## src/inc/ubirq_map.svh

```systemverilog
// Register offsets, field positions and reset values of the UART irq block
`ifndef UBIRQ_MAP_SVH
`define UBIRQ_MAP_SVH
`define UBIRQ_ADDR_W 32
`define UBIRQ_OFF_DATA 32'h4000_5000
`define UBIRQ_OFF_IEN 32'h4000_5004
`define UBIRQ_OFF_IIR 32'h4000_5008
`define UBIRQ_OFF_IMASK 32'h4000_5030
`define UBIRQ_OFF_ISTAT 32'h4000_5034
`define UBIRQ_OFF_EVT 32'h4000_5038
`define UBIRQ_RST_DATA 8'h00
`define UBIRQ_RST_IEN 8'h00
`define UBIRQ_RST_IIR 8'h01
`define UBIRQ_IEN_MASK 8'h3F
`define UBIRQ_BIT_RX_FULL 0
`define UBIRQ_BIT_TX_EMPTY 1
`define UBIRQ_BIT_LINE 2
`define UBIRQ_BIT_MODEM 3
`define UBIRQ_BIT_RX_DMA 4
`define UBIRQ_BIT_TX_DMA 5
`define UBIRQ_CODE_MODEM 2'h0
`define UBIRQ_CODE_TX_EMPTY 2'h1
`define UBIRQ_CODE_RX_FULL 2'h2
`define UBIRQ_CODE_LINE 2'h3
`endif

```

## src/inc/ubirq_pkg.sv

```systemverilog
// Types of the UART buffer/irq block
package ubirq_pkg;
    typedef logic [7:0] ubirq_byte_t;
    typedef logic [1:0] ubirq_code_t;
endpackage

```

## src/rtl/ubirq_top.sv

```systemverilog
// UART transmit/receive buffers, interrupt enable and identification logic
//
// Implementation choice: the address-and-strobe port.
`timescale 1ns/1ps
`include "ubirq_map.svh"

// Summary of operation
// - Write at data address loads 8-bit transmit byte, reset zero.
// - Read at data address returns last received byte, reset zero.
// - Enable bit 5 gates transmit DMA request.
// - Enable bit 4 gates receive DMA request.
// - Enable bit 3 raises modem interrupt while modem status bit 0 set.
// - Enable bit 2 raises line interrupt while line status bits 4:1 set.
// - Enable bit 1 raises transmit empty interrupt while holding empty.
// - Enabling transmit empty while already empty interrupts at once.
// - Enable bit 0 raises receive full interrupt on received byte load.
// - Enabling receive full while already full interrupts at once.
// - Identification bit 0 is one when nothing pending; resets 0x01.
// - Identification bits 2:1 encode cause: modem, tx, rx, line.
// - Reading receive buffer clears receive full condition.
// - Reading line status clears line status condition.
// - Priority: line status, receive full, transmit empty, modem.
// - Transmit empty clears on holding write or identification read.
// - The four causes share o_irq; identification tells the cause; masked events also raise o_evt_irq.
module ubirq_top (
    input wire logic i_mclk,
    input wire logic i_resetn,
    input wire logic [31:0] i_addr,
    input wire logic [31:0] i_wdata,
    input wire logic i_wr,
    input wire logic i_rd,
    output logic [31:0] o_rdata,
    input wire logic i_rx_load,
    input wire logic [7:0] i_rx_byte,
    input wire logic i_tx_take,
    input wire logic i_line_err,
    input wire logic i_line_rd,
    input wire logic i_modem_stat,
    output logic [7:0] o_tx_byte,
    output logic o_tx_full,
    output logic o_irq,
    output logic o_tx_dma_req,
    output logic o_rx_dma_req,
    output logic o_evt_irq
);

    // ========================================================
    // Decode
    logic sel_data;
    logic sel_ien;
    logic sel_iir;
    logic sel_mask;
    logic sel_stat;
    logic sel_evt;
    assign sel_data = (i_addr == `UBIRQ_OFF_DATA);
    assign sel_ien = (i_addr == `UBIRQ_OFF_IEN);
    assign sel_iir = (i_addr == `UBIRQ_OFF_IIR);
    assign sel_mask = (i_addr == `UBIRQ_OFF_IMASK);
    assign sel_stat = (i_addr == `UBIRQ_OFF_ISTAT);
    assign sel_evt = (i_addr == `UBIRQ_OFF_EVT);

    // ========================================================
    // Buffers
    ubirq_pkg::ubirq_byte_t tx_r;
    ubirq_pkg::ubirq_byte_t rx_r;
    ubirq_pkg::ubirq_byte_t ien_r;
    logic tx_full_r;
    logic rx_full_r;
    logic tx_wr;
    logic rx_rd;
    assign tx_wr = i_wr && sel_data;
    assign rx_rd = i_rd && sel_data;

    always_ff @(posedge i_mclk) begin
        if (!i_resetn) begin
            tx_r <= `UBIRQ_RST_DATA;
        end else if (tx_wr) begin
            tx_r <= i_wdata[7:0];
        end
    end

    // A write while still full overwrites the pending byte, as in software
    always_ff @(posedge i_mclk) begin
        if (!i_resetn) begin
            tx_full_r <= 1'b0;
        end else if (tx_wr) begin
            tx_full_r <= 1'b1;
        end else if (i_tx_take) begin
            tx_full_r <= 1'b0;
        end
    end

    always_ff @(posedge i_mclk) begin
        if (!i_resetn) begin
            rx_r <= `UBIRQ_RST_DATA;
        end else if (i_rx_load) begin
            rx_r <= i_rx_byte;
        end
    end

    a_rx_byte_load: assert property (@(posedge i_mclk)
        disable iff (!i_resetn)
        i_rx_load |=> rx_r == $past(i_rx_byte))
        else $error("received byte not stored");

    // Load beats a same-cycle read so a new byte is never lost
    always_ff @(posedge i_mclk) begin
        if (!i_resetn) begin
            rx_full_r <= 1'b0;
        end else if (i_rx_load) begin
            rx_full_r <= 1'b1;
        end else if (rx_rd) begin
            rx_full_r <= 1'b0;
        end
    end

    a_rx_load_full: assert property (@(posedge i_mclk)
        disable iff (!i_resetn)
        i_rx_load |=> rx_full_r)
        else $error("rx load did not set full");

    always_ff @(posedge i_mclk) begin
        if (!i_resetn) begin
            ien_r <= `UBIRQ_RST_IEN;
        end else if (i_wr && sel_ien) begin
            ien_r <= i_wdata[7:0] & `UBIRQ_IEN_MASK;
        end
    end

    // Enabling receive full over a full buffer must not wait for a load
    a_rx_full_arm: assert property (@(posedge i_mclk)
        disable iff (!i_resetn)
        i_wr && sel_ien && i_wdata[`UBIRQ_BIT_RX_FULL] && rx_full_r
        |=> ##1 o_irq)
        else $error("rx full enable no irq");

    // ========================================================
    // Transmit empty condition
    // Armed at reset, when holding empties, and on a rising enable while empty; cleared by holding write or identification read
    logic tx_cond_r;
    logic tx_empty_evt;
    logic p_line;
    logic p_rx;
    logic p_tx;
    logic p_mdm;
    logic no_pend;
    ubirq_pkg::ubirq_code_t cur_code;
    assign tx_empty_evt = i_tx_take && !tx_wr;
    always_ff @(posedge i_mclk) begin
        if (!i_resetn) begin
            tx_cond_r <= 1'b1;
        end else if (tx_empty_evt) begin
            tx_cond_r <= 1'b1;
        end else if (tx_wr || (i_rd && sel_iir && cur_code ==
                     `UBIRQ_CODE_TX_EMPTY && !no_pend)) begin
            tx_cond_r <= 1'b0;
        end else if (i_wr && sel_ien && i_wdata[`UBIRQ_BIT_TX_EMPTY]
                     && !ien_r[`UBIRQ_BIT_TX_EMPTY] && !tx_full_r) begin
            tx_cond_r <= 1'b1;
        end
    end

    a_tx_take_set: assert property (@(posedge i_mclk)
        disable iff (!i_resetn)
        tx_empty_evt |=> tx_cond_r)
        else $error("tx empty not armed");
    a_iir_read_clr: assert property (@(posedge i_mclk)
        disable iff (!i_resetn)
        i_rd && sel_iir && !no_pend && !tx_empty_evt
        && cur_code == `UBIRQ_CODE_TX_EMPTY |=> !tx_cond_r)
        else $error("identification read kept tx empty");
    a_tx_empty_arm: assert property (@(posedge i_mclk)
        disable iff (!i_resetn)
        i_wr && sel_ien && i_wdata[`UBIRQ_BIT_TX_EMPTY]
        && !ien_r[`UBIRQ_BIT_TX_EMPTY] && !tx_full_r |=> ##1 o_irq)
        else $error("tx empty enable no irq");

    // Line condition: set by error, cleared by a line status read
    logic line_cond_r;
    always_ff @(posedge i_mclk) begin
        if (!i_resetn) begin
            line_cond_r <= 1'b0;
        end else if (i_line_err) begin
            line_cond_r <= 1'b1;
        end else if (i_line_rd) begin
            line_cond_r <= 1'b0;
        end
    end

    a_line_err_set: assert property (@(posedge i_mclk)
        disable iff (!i_resetn)
        i_line_err |=> line_cond_r)
        else $error("line error not held");
    a_line_read_clr: assert property (@(posedge i_mclk)
        disable iff (!i_resetn)
        i_line_rd && !i_line_err |=> !line_cond_r)
        else $error("line status read did not clear");

    // ========================================================
    // Prioritised cause
    assign p_line = ien_r[`UBIRQ_BIT_LINE] && line_cond_r;
    assign p_rx = ien_r[`UBIRQ_BIT_RX_FULL] && rx_full_r;
    assign p_tx = ien_r[`UBIRQ_BIT_TX_EMPTY] && tx_cond_r;
    assign p_mdm = ien_r[`UBIRQ_BIT_MODEM] && i_modem_stat;
    assign no_pend = !(p_line || p_rx || p_tx || p_mdm);

    always_comb begin
        if (p_line) begin
            cur_code = `UBIRQ_CODE_LINE;
        end else if (p_rx) begin
            cur_code = `UBIRQ_CODE_RX_FULL;
        end else if (p_tx) begin
            cur_code = `UBIRQ_CODE_TX_EMPTY;
        end else begin
            cur_code = `UBIRQ_CODE_MODEM;
        end
    end

    logic [7:0] iir_val;
    assign iir_val = {5'h00, (no_pend ? 2'h0 : cur_code), no_pend};

    a_rx_prio: assert property (@(posedge i_mclk)
        disable iff (!i_resetn)
        p_rx && !p_line |-> iir_val[2:0] == 3'h4)
        else $error("receive full code wrong");
    a_tx_prio: assert property (@(posedge i_mclk)
        disable iff (!i_resetn)
        p_tx && !p_line && !p_rx |-> iir_val[2:0] == 3'h2)
        else $error("transmit empty code wrong");
    a_modem_cause: assert property (@(posedge i_mclk)
        disable iff (!i_resetn)
        ien_r[`UBIRQ_BIT_MODEM] && i_modem_stat |=> o_irq)
        else $error("modem status no irq");
    a_line_cause: assert property (@(posedge i_mclk)
        disable iff (!i_resetn)
        ien_r[`UBIRQ_BIT_LINE] && line_cond_r |=> o_irq)
        else $error("line status no irq");
    a_iir_idle_code: assert property (@(posedge i_mclk)
        disable iff (!i_resetn)
        no_pend |-> iir_val == `UBIRQ_RST_IIR)
        else $error("idle identification wrong");

    always_ff @(posedge i_mclk) begin
        if (!i_resetn) begin
            o_irq <= 1'b0;
        end else begin
            o_irq <= !no_pend;
        end
    end

    // ========================================================
    // Event status and mask (sticky, write one to clear)
    logic [3:0] evt_r;
    logic [3:0] mask_r;
    logic [3:0] evt_set;
    assign evt_set = {i_modem_stat, i_line_err, tx_empty_evt, i_rx_load};
    always_ff @(posedge i_mclk) begin
        if (!i_resetn) begin
            evt_r <= 4'h0;
        end else if (i_wr && sel_stat) begin
            evt_r <= (evt_r & ~i_wdata[3:0]) | evt_set;
        end else begin
            evt_r <= evt_r | evt_set;
        end
    end
    always_ff @(posedge i_mclk) begin
        if (!i_resetn) begin
            mask_r <= 4'h0;
        end else if (i_wr && sel_mask) begin
            mask_r <= i_wdata[3:0];
        end
    end
    always_ff @(posedge i_mclk) begin
        if (!i_resetn) begin
            o_evt_irq <= 1'b0;
        end else begin
            o_evt_irq <= |((evt_r | evt_set) & mask_r);
        end
    end

    // ========================================================
    // DMA and transmit outputs
    always_ff @(posedge i_mclk) begin
        if (!i_resetn) begin
            o_tx_dma_req <= 1'b0;
            o_rx_dma_req <= 1'b0;
            o_tx_byte <= `UBIRQ_RST_DATA;
            o_tx_full <= 1'b0;
        end else begin
            o_tx_dma_req <= ien_r[`UBIRQ_BIT_TX_DMA] && !tx_full_r;
            o_rx_dma_req <= ien_r[`UBIRQ_BIT_RX_DMA] && rx_full_r;
            o_tx_byte <= tx_wr ? i_wdata[7:0] : tx_r;
            o_tx_full <= tx_wr || (tx_full_r && !i_tx_take);
        end
    end

    a_tx_full_set: assert property (@(posedge i_mclk)
        disable iff (!i_resetn)
        tx_wr |=> o_tx_full && o_tx_byte == $past(i_wdata[7:0]))
        else $error("holding byte not shown");
    a_tx_dma_empty: assert property (@(posedge i_mclk)
        disable iff (!i_resetn)
        ien_r[`UBIRQ_BIT_TX_DMA] && !tx_full_r |=> o_tx_dma_req)
        else $error("tx dma request missing");
    a_rx_dma_full: assert property (@(posedge i_mclk)
        disable iff (!i_resetn)
        ien_r[`UBIRQ_BIT_RX_DMA] && rx_full_r |=> o_rx_dma_req)
        else $error("rx dma request missing");

    // ========================================================
    // Read data, one cycle after the strobe; unmapped reads zero
    always_ff @(posedge i_mclk) begin
        if (!i_resetn) begin
            o_rdata <= 32'h0000_0000;
        end else if (i_rd) begin
            unique case (1'b1)
                sel_data: o_rdata <= {24'h00_0000, rx_r};
                sel_ien: o_rdata <= {24'h00_0000, ien_r};
                sel_iir: o_rdata <= {24'h00_0000, iir_val};
                sel_mask: o_rdata <= {28'h000_0000, mask_r};
                sel_stat: o_rdata <= {28'h000_0000, evt_r};
                default: o_rdata <= 32'h0000_0000;
            endcase
        end else begin
            o_rdata <= 32'h0000_0000;
        end
    end

    a_rx_read_data: assert property (@(posedge i_mclk)
        disable iff (!i_resetn)
        rx_rd |=> o_rdata == {24'h00_0000, $past(rx_r)})
        else $error("receive buffer read wrong");
    a_ien_read_resv: assert property (@(posedge i_mclk)
        disable iff (!i_resetn)
        i_rd && sel_ien |=> o_rdata[31:8] == 24'h00_0000
        && o_rdata[7:6] == 2'h0)
        else $error("enable reserved bits not zero");

    // ========================================================
    // Checks
    a_iir_reset_idle: assert property (@(posedge i_mclk)
        !i_resetn |=> iir_val == `UBIRQ_RST_IIR)
        else $error("iir not idle after reset");
    a_irq_follows: assert property (@(posedge i_mclk)
        disable iff (!i_resetn) ##1 (o_irq == !$past(no_pend)))
        else $error("irq does not follow pending");
    a_line_prio: assert property (@(posedge i_mclk)
        disable iff (!i_resetn) p_line |-> iir_val[2:0] == 3'h6)
        else $error("line status not highest");
    a_rx_read_clr: assert property (@(posedge i_mclk)
        disable iff (!i_resetn) rx_rd && !i_rx_load |=> !rx_full_r)
        else $error("rx read did not clear");
    a_tx_wr_clr: assert property (@(posedge i_mclk)
        disable iff (!i_resetn) tx_wr && !i_tx_take |=> !tx_cond_r)
        else $error("tx write did not clear");
    a_tx_dma_gate: assert property (@(posedge i_mclk)
        disable iff (!i_resetn)
        !$past(ien_r[`UBIRQ_BIT_TX_DMA]) |-> !o_tx_dma_req)
        else $error("tx dma without enable");
    a_rx_dma_gate: assert property (@(posedge i_mclk)
        disable iff (!i_resetn)
        !$past(ien_r[`UBIRQ_BIT_RX_DMA]) |-> !o_rx_dma_req)
        else $error("rx dma without enable");
    a_rx_load_irq: assert property (@(posedge i_mclk)
        disable iff (!i_resetn)
        i_rx_load && ien_r[0] && !(i_wr && sel_ien) |=> ##1 o_irq)
        else $error("rx load no irq");
    a_modem_irq: assert property (@(posedge i_mclk)
        disable iff (!i_resetn)
        p_mdm && !p_line && !p_rx && !p_tx |-> iir_val[2:0] == 3'h0)
        else $error("modem code wrong");
    a_tx_data_load: assert property (@(posedge i_mclk)
        disable iff (!i_resetn) tx_wr |=> tx_r == $past(i_wdata[7:0]))
        else $error("tx byte not loaded");

endmodule

```

## config.mk

```make
export PLATFORM = sky130hd
export DESIGN_NAME = ubirq_top
export DESIGN_NICKNAME = d
export VERILOG_FILES = /design/src/inc/ubirq_pkg.sv /design/src/rtl/ubirq_top.sv
export VERILOG_INCLUDE_DIRS = /design/src /design/src/inc
export SDC_FILE = /design/constraint.sdc
export NUM_CORES = 1
export LEC_CHECK = 0
export BUFFER_PORTS_ARGS = -buffer_cell sky130_fd_sc_hd__clkbuf_2
export CAP_MARGIN = 20
export CORE_ASPECT_RATIO = 0.8
export CORE_UTILIZATION = 45
export DETAILED_ROUTE_END_ITERATION = 6
export PLACE_DENSITY = 0.85
export SYNTH_ARGS = -nofsm -noshare
export SYNTH_HDL_FRONTEND = slang
export SYNTH_SLANG_ARGS = --single-unit
export TNS_END_PERCENT = 5
```

## constraint.sdc

```tcl
create_clock -name i_mclk -period 3.7 [get_ports i_mclk]
set_input_delay 0.925 -clock i_mclk [delete_from_list [all_inputs] [get_ports i_mclk]]
set_output_delay 0.925 -clock i_mclk [all_outputs]
set_load 0.03 [all_outputs]
```

==> out/qor.yml <==
power:
  sequentialPowerShare: 0.563
  ir_drop_v: 0.0001837
  power_leakage_nw: 1.184
  internal_power_mw: 0.6867
  switching_share: 0.2603
  p_clk_frac: 0.315
  p_comb_frac: 0.122
  power_switching_mw: 0.2417
  power.density_mw_per_mm2: 344.8
route:
  ant_nets: 0
  viasPerCell: 5.389
  drt_pass1_iterations: 4
  drc: 0
  drt-total-wl_um: 5376
  drtIter0Drc: 184
  vias: 2080
  avgRoutedWirePerCell_um: 13.93
flow_run:
  drv_cap: 0
placement:
  hpwlAfterDp_um: 4134
  portBuffers: 77
  gp_congestion: 0.9098
min_path:
  min_to: "o_tx_dma_req"
  whs_path_depth: 1
  hold_class: "reg -> reg"
  worstHoldStart: "tx_full_r"
worst_setup_path:
  critPathKind: "in -> reg"
  slowest_stage: "nor4b_2"
  critical_path.startpoint_type: "input pin"
  crit_chain: "clkbuf_2 > nor4b_2 > nand2_1 > or4_1 > a21oi_1"
  cp-end-kind: "flip-flop"
  startpoint: "i_addr[3]"
  cp.arrival_ns: 2.83
  critPathBufInv: 1
  r2r_end: "tx_cond_r"
  r2r_cells: 4
  cp_max_fo: 10
  max_stage_delay_ns: 0.69
  crit_family: "simple AND/OR/NAND/NOR gates"
  timing.rr.start: "ien_r[1]"
  r2r_slack_ns: 2.25
  cp.required_ns: 3.93
cells_and_area:
  drive_gt1_frac: 0.2822
  nets: 406
  num_antenna_cells: 0
  syn_to_final_growth_pct: 18.50
  post-route-util: 0.5720
global_route:
  globalRouteTotalUtil: 0.2102
  grt_pass1_wl_um: 8493
  grt_max_degree: 31
  gr-total-overflow: 0
  grt_pass1_vias: 1787
  antenna_found_initial: 0
synthesis:
  synth_top_area_share: 0.4141
  synth_commonest_cells: "47 x dfxtp_1, 36 x nand2_1, 27 x mux2i_1"
  synthArstFlopShare: 0
  synthSimpleGateAreaFrac: 0.2379
  synth_edf_count: 0
  yosys.area.top_type: "dfxtp_1"
  yosys.area_share.adder: 0
  synth_flop_cell: "dfxtp_1"
  synth.distinct_cells: 47
  yosysSeqAreaShare: 0.4141
  synth-compound-area-share: 0.1145
  yosysMostFrequentCell: "dfxtp_1"
  yosys-mux-area-fraction: 0.1239
  synth-seq-cells: 47
  synth_xor_area_frac: 0
  syn_area_mm2: 0.002272
  synth_area_leaders: "dfxtp_1 41%, mux2i_1 12%, buf_4 8.3%, nand2_1 5.9%, a22oi_1 2.6%"
  syn_avg_cell_area_um2: 9.053
  synth_top_family_by_area: "simple AND/OR/NAND/NOR gates"
  synth_cells: 251
  ys_warn_count: 0
timing:
  fin_skew_ns: 0.004494
  setup_tns_ns: 0
  slew_violations: 0
  relSlewSlack: 0.5304
  timing.final.crit_share: 0.7017
  fin_hold_ws_ns: 0.4473
  setup_viol: 0
  tightestPinTransition_ns: 0.7025
  fin_crit_ns: 2.596
  hold_violations: 0
  rsz0062_at_grt: "false"
  fmax_ghz: 0.3852
floorplanning:
  die_area_mm2: 0.005339
  fp.dieH_um: 65.56
  core-area_mm2: 0.004707
  die_width_um: 81.45
  row_count: 22
  initial_core_util: 0.4827
  io_pins: 126
clock_network:
  htree_levels: 2
  cts_buffer_depth: 2
  numCtsBuffers: 5
  post_cts_buffers: 0
  hold_buffers: 0
  cts_resized: 0
  clock_latency_ns: 0.30
  cts_tree: "yes"
  cts.sinks: 47
  cts-root-buf: "clkbuf_8"
  clk_pin_slew_ns: 0.08
status:
  status: "completed"
-- power groups by stage --
| stage | sequential [mW] | combinational, mW | clock [mW] |
|---|---|---|---|
| after floorplan | 0.532 | 0.0900 | 0 |
| after global placement | 0.533 | 0.110 | 0 |
| after detailed placement | 0.534 | 0.112 | 0 |
| after CTS | 0.522 | 0.112 | 0.299 |
| after global routing | 0.524 | 0.124 | 0.326 |
| final | 0.523 | 0.113 | 0.293 |
-- worst register-to-register path: stages, from the launching register on --
cell and delay, ns:
dfxtp_1 0.43, nand4b_1 0.14, nand4b_1 0.20, a2111oi_0 0.48, a21oi_1 0.08
-- routing by layer --
metal / part of all wire / vias to the layer above / GRT usage
met1: 0.46 / 964 / 0.2938
li1: - / 1001 / -
met3: 0.099 / 7 / 0.05000
met2: 0.43 / 108 / 0.3219
met5: 0 / - / 0
met4: 0.010 / 0 / 0.05357
-- state kept, by name (all words and copies together) (netlist names) --
name	flops
rx_full_r	1
mask_r	4
ien_r	6
o_rx_dma_req	1
evt_r	4
o_tx_byte	8
tx_cond_r	1
o_rdata	8
o_tx_full	1
line_cond_r	1
o_evt_irq	1
o_tx_dma_req	1
tx_full_r	1
o_irq	1
rx_r	8
-- layout make-up --
class	instances	area [um^2]
Fill cell	459	2014
Multi-Input combinational cell	187	1172
Sequential cell	47	940.9
Timing Repair Buffer	80	407.9
Clock buffer	7	76.32
Tap cell	60	75.07
Inverter	4	15.01
Clock inverter	1	5.005
-- stage by stage --
| stage | total power [mW] | setup WS [ns] | cells | cell area (um^2) |
|---|---|---|---|---|
| 2_1_floorplan | 0.6217 | 0.9826 | 274 | 2359 |
| 6_report | 0.9285 | 1.104 | 386 | 2693 |
| 5_1_grt | 0.9745 | 0.9929 | 386 | 2693 |
| 3_3_place_gp | 0.6430 | 0.8783 | 378 | 2611 |
| 4_1_cts | 0.9337 | 1.144 | 386 | 2693 |
| 3_5_place_dp | 0.6459 | 0.8490 | 378 | 2611 |
-- cell usage in the layout (no fill, tap or decap), types with 3 or more instances in the layout --
master    instances
clkbuf_2         77
dfxtp_1          47
nand2_1          36
mux2i_1          27
conb_1           24
nor2_1           13
a21oi_1           9
a22oi_1           8
o21ai_0           8
nor3_1            7
nor4_1            5
clkbuf_8          5
nand4_1           4
inv_1             4
nor3b_1           4
nor4b_1           3
and4_1            3
buf_4             3
-- logic make-up (layout without fill, tap and decap cells) --
| family | count (synthesis) | after routing |
|---|---|---|
| and+or+nand+nor | 96 | 96 |
| muxes | 28 | 28 |
| other | 1 | 24 |
| buffers and inverters | 40 | 92 |
| AOI/OAI and AO/OA | 39 | 39 |
| DFF | 47 | 47 |
-- how the worst max path moves through the flow --
stage	end	slack [ns]	cells after the start
after CTS	tx_cond_r	1.14	5
after floorplan	o_tx_byte[2]	0.98	6
after global placement	tx_cond_r	0.88	5
final	tx_cond_r	1.10	5
after detailed placement	ien_r[0]	0.85	5
after global routing	ien_r[3]	0.99	5
Power figures use the tool's default switching activity.
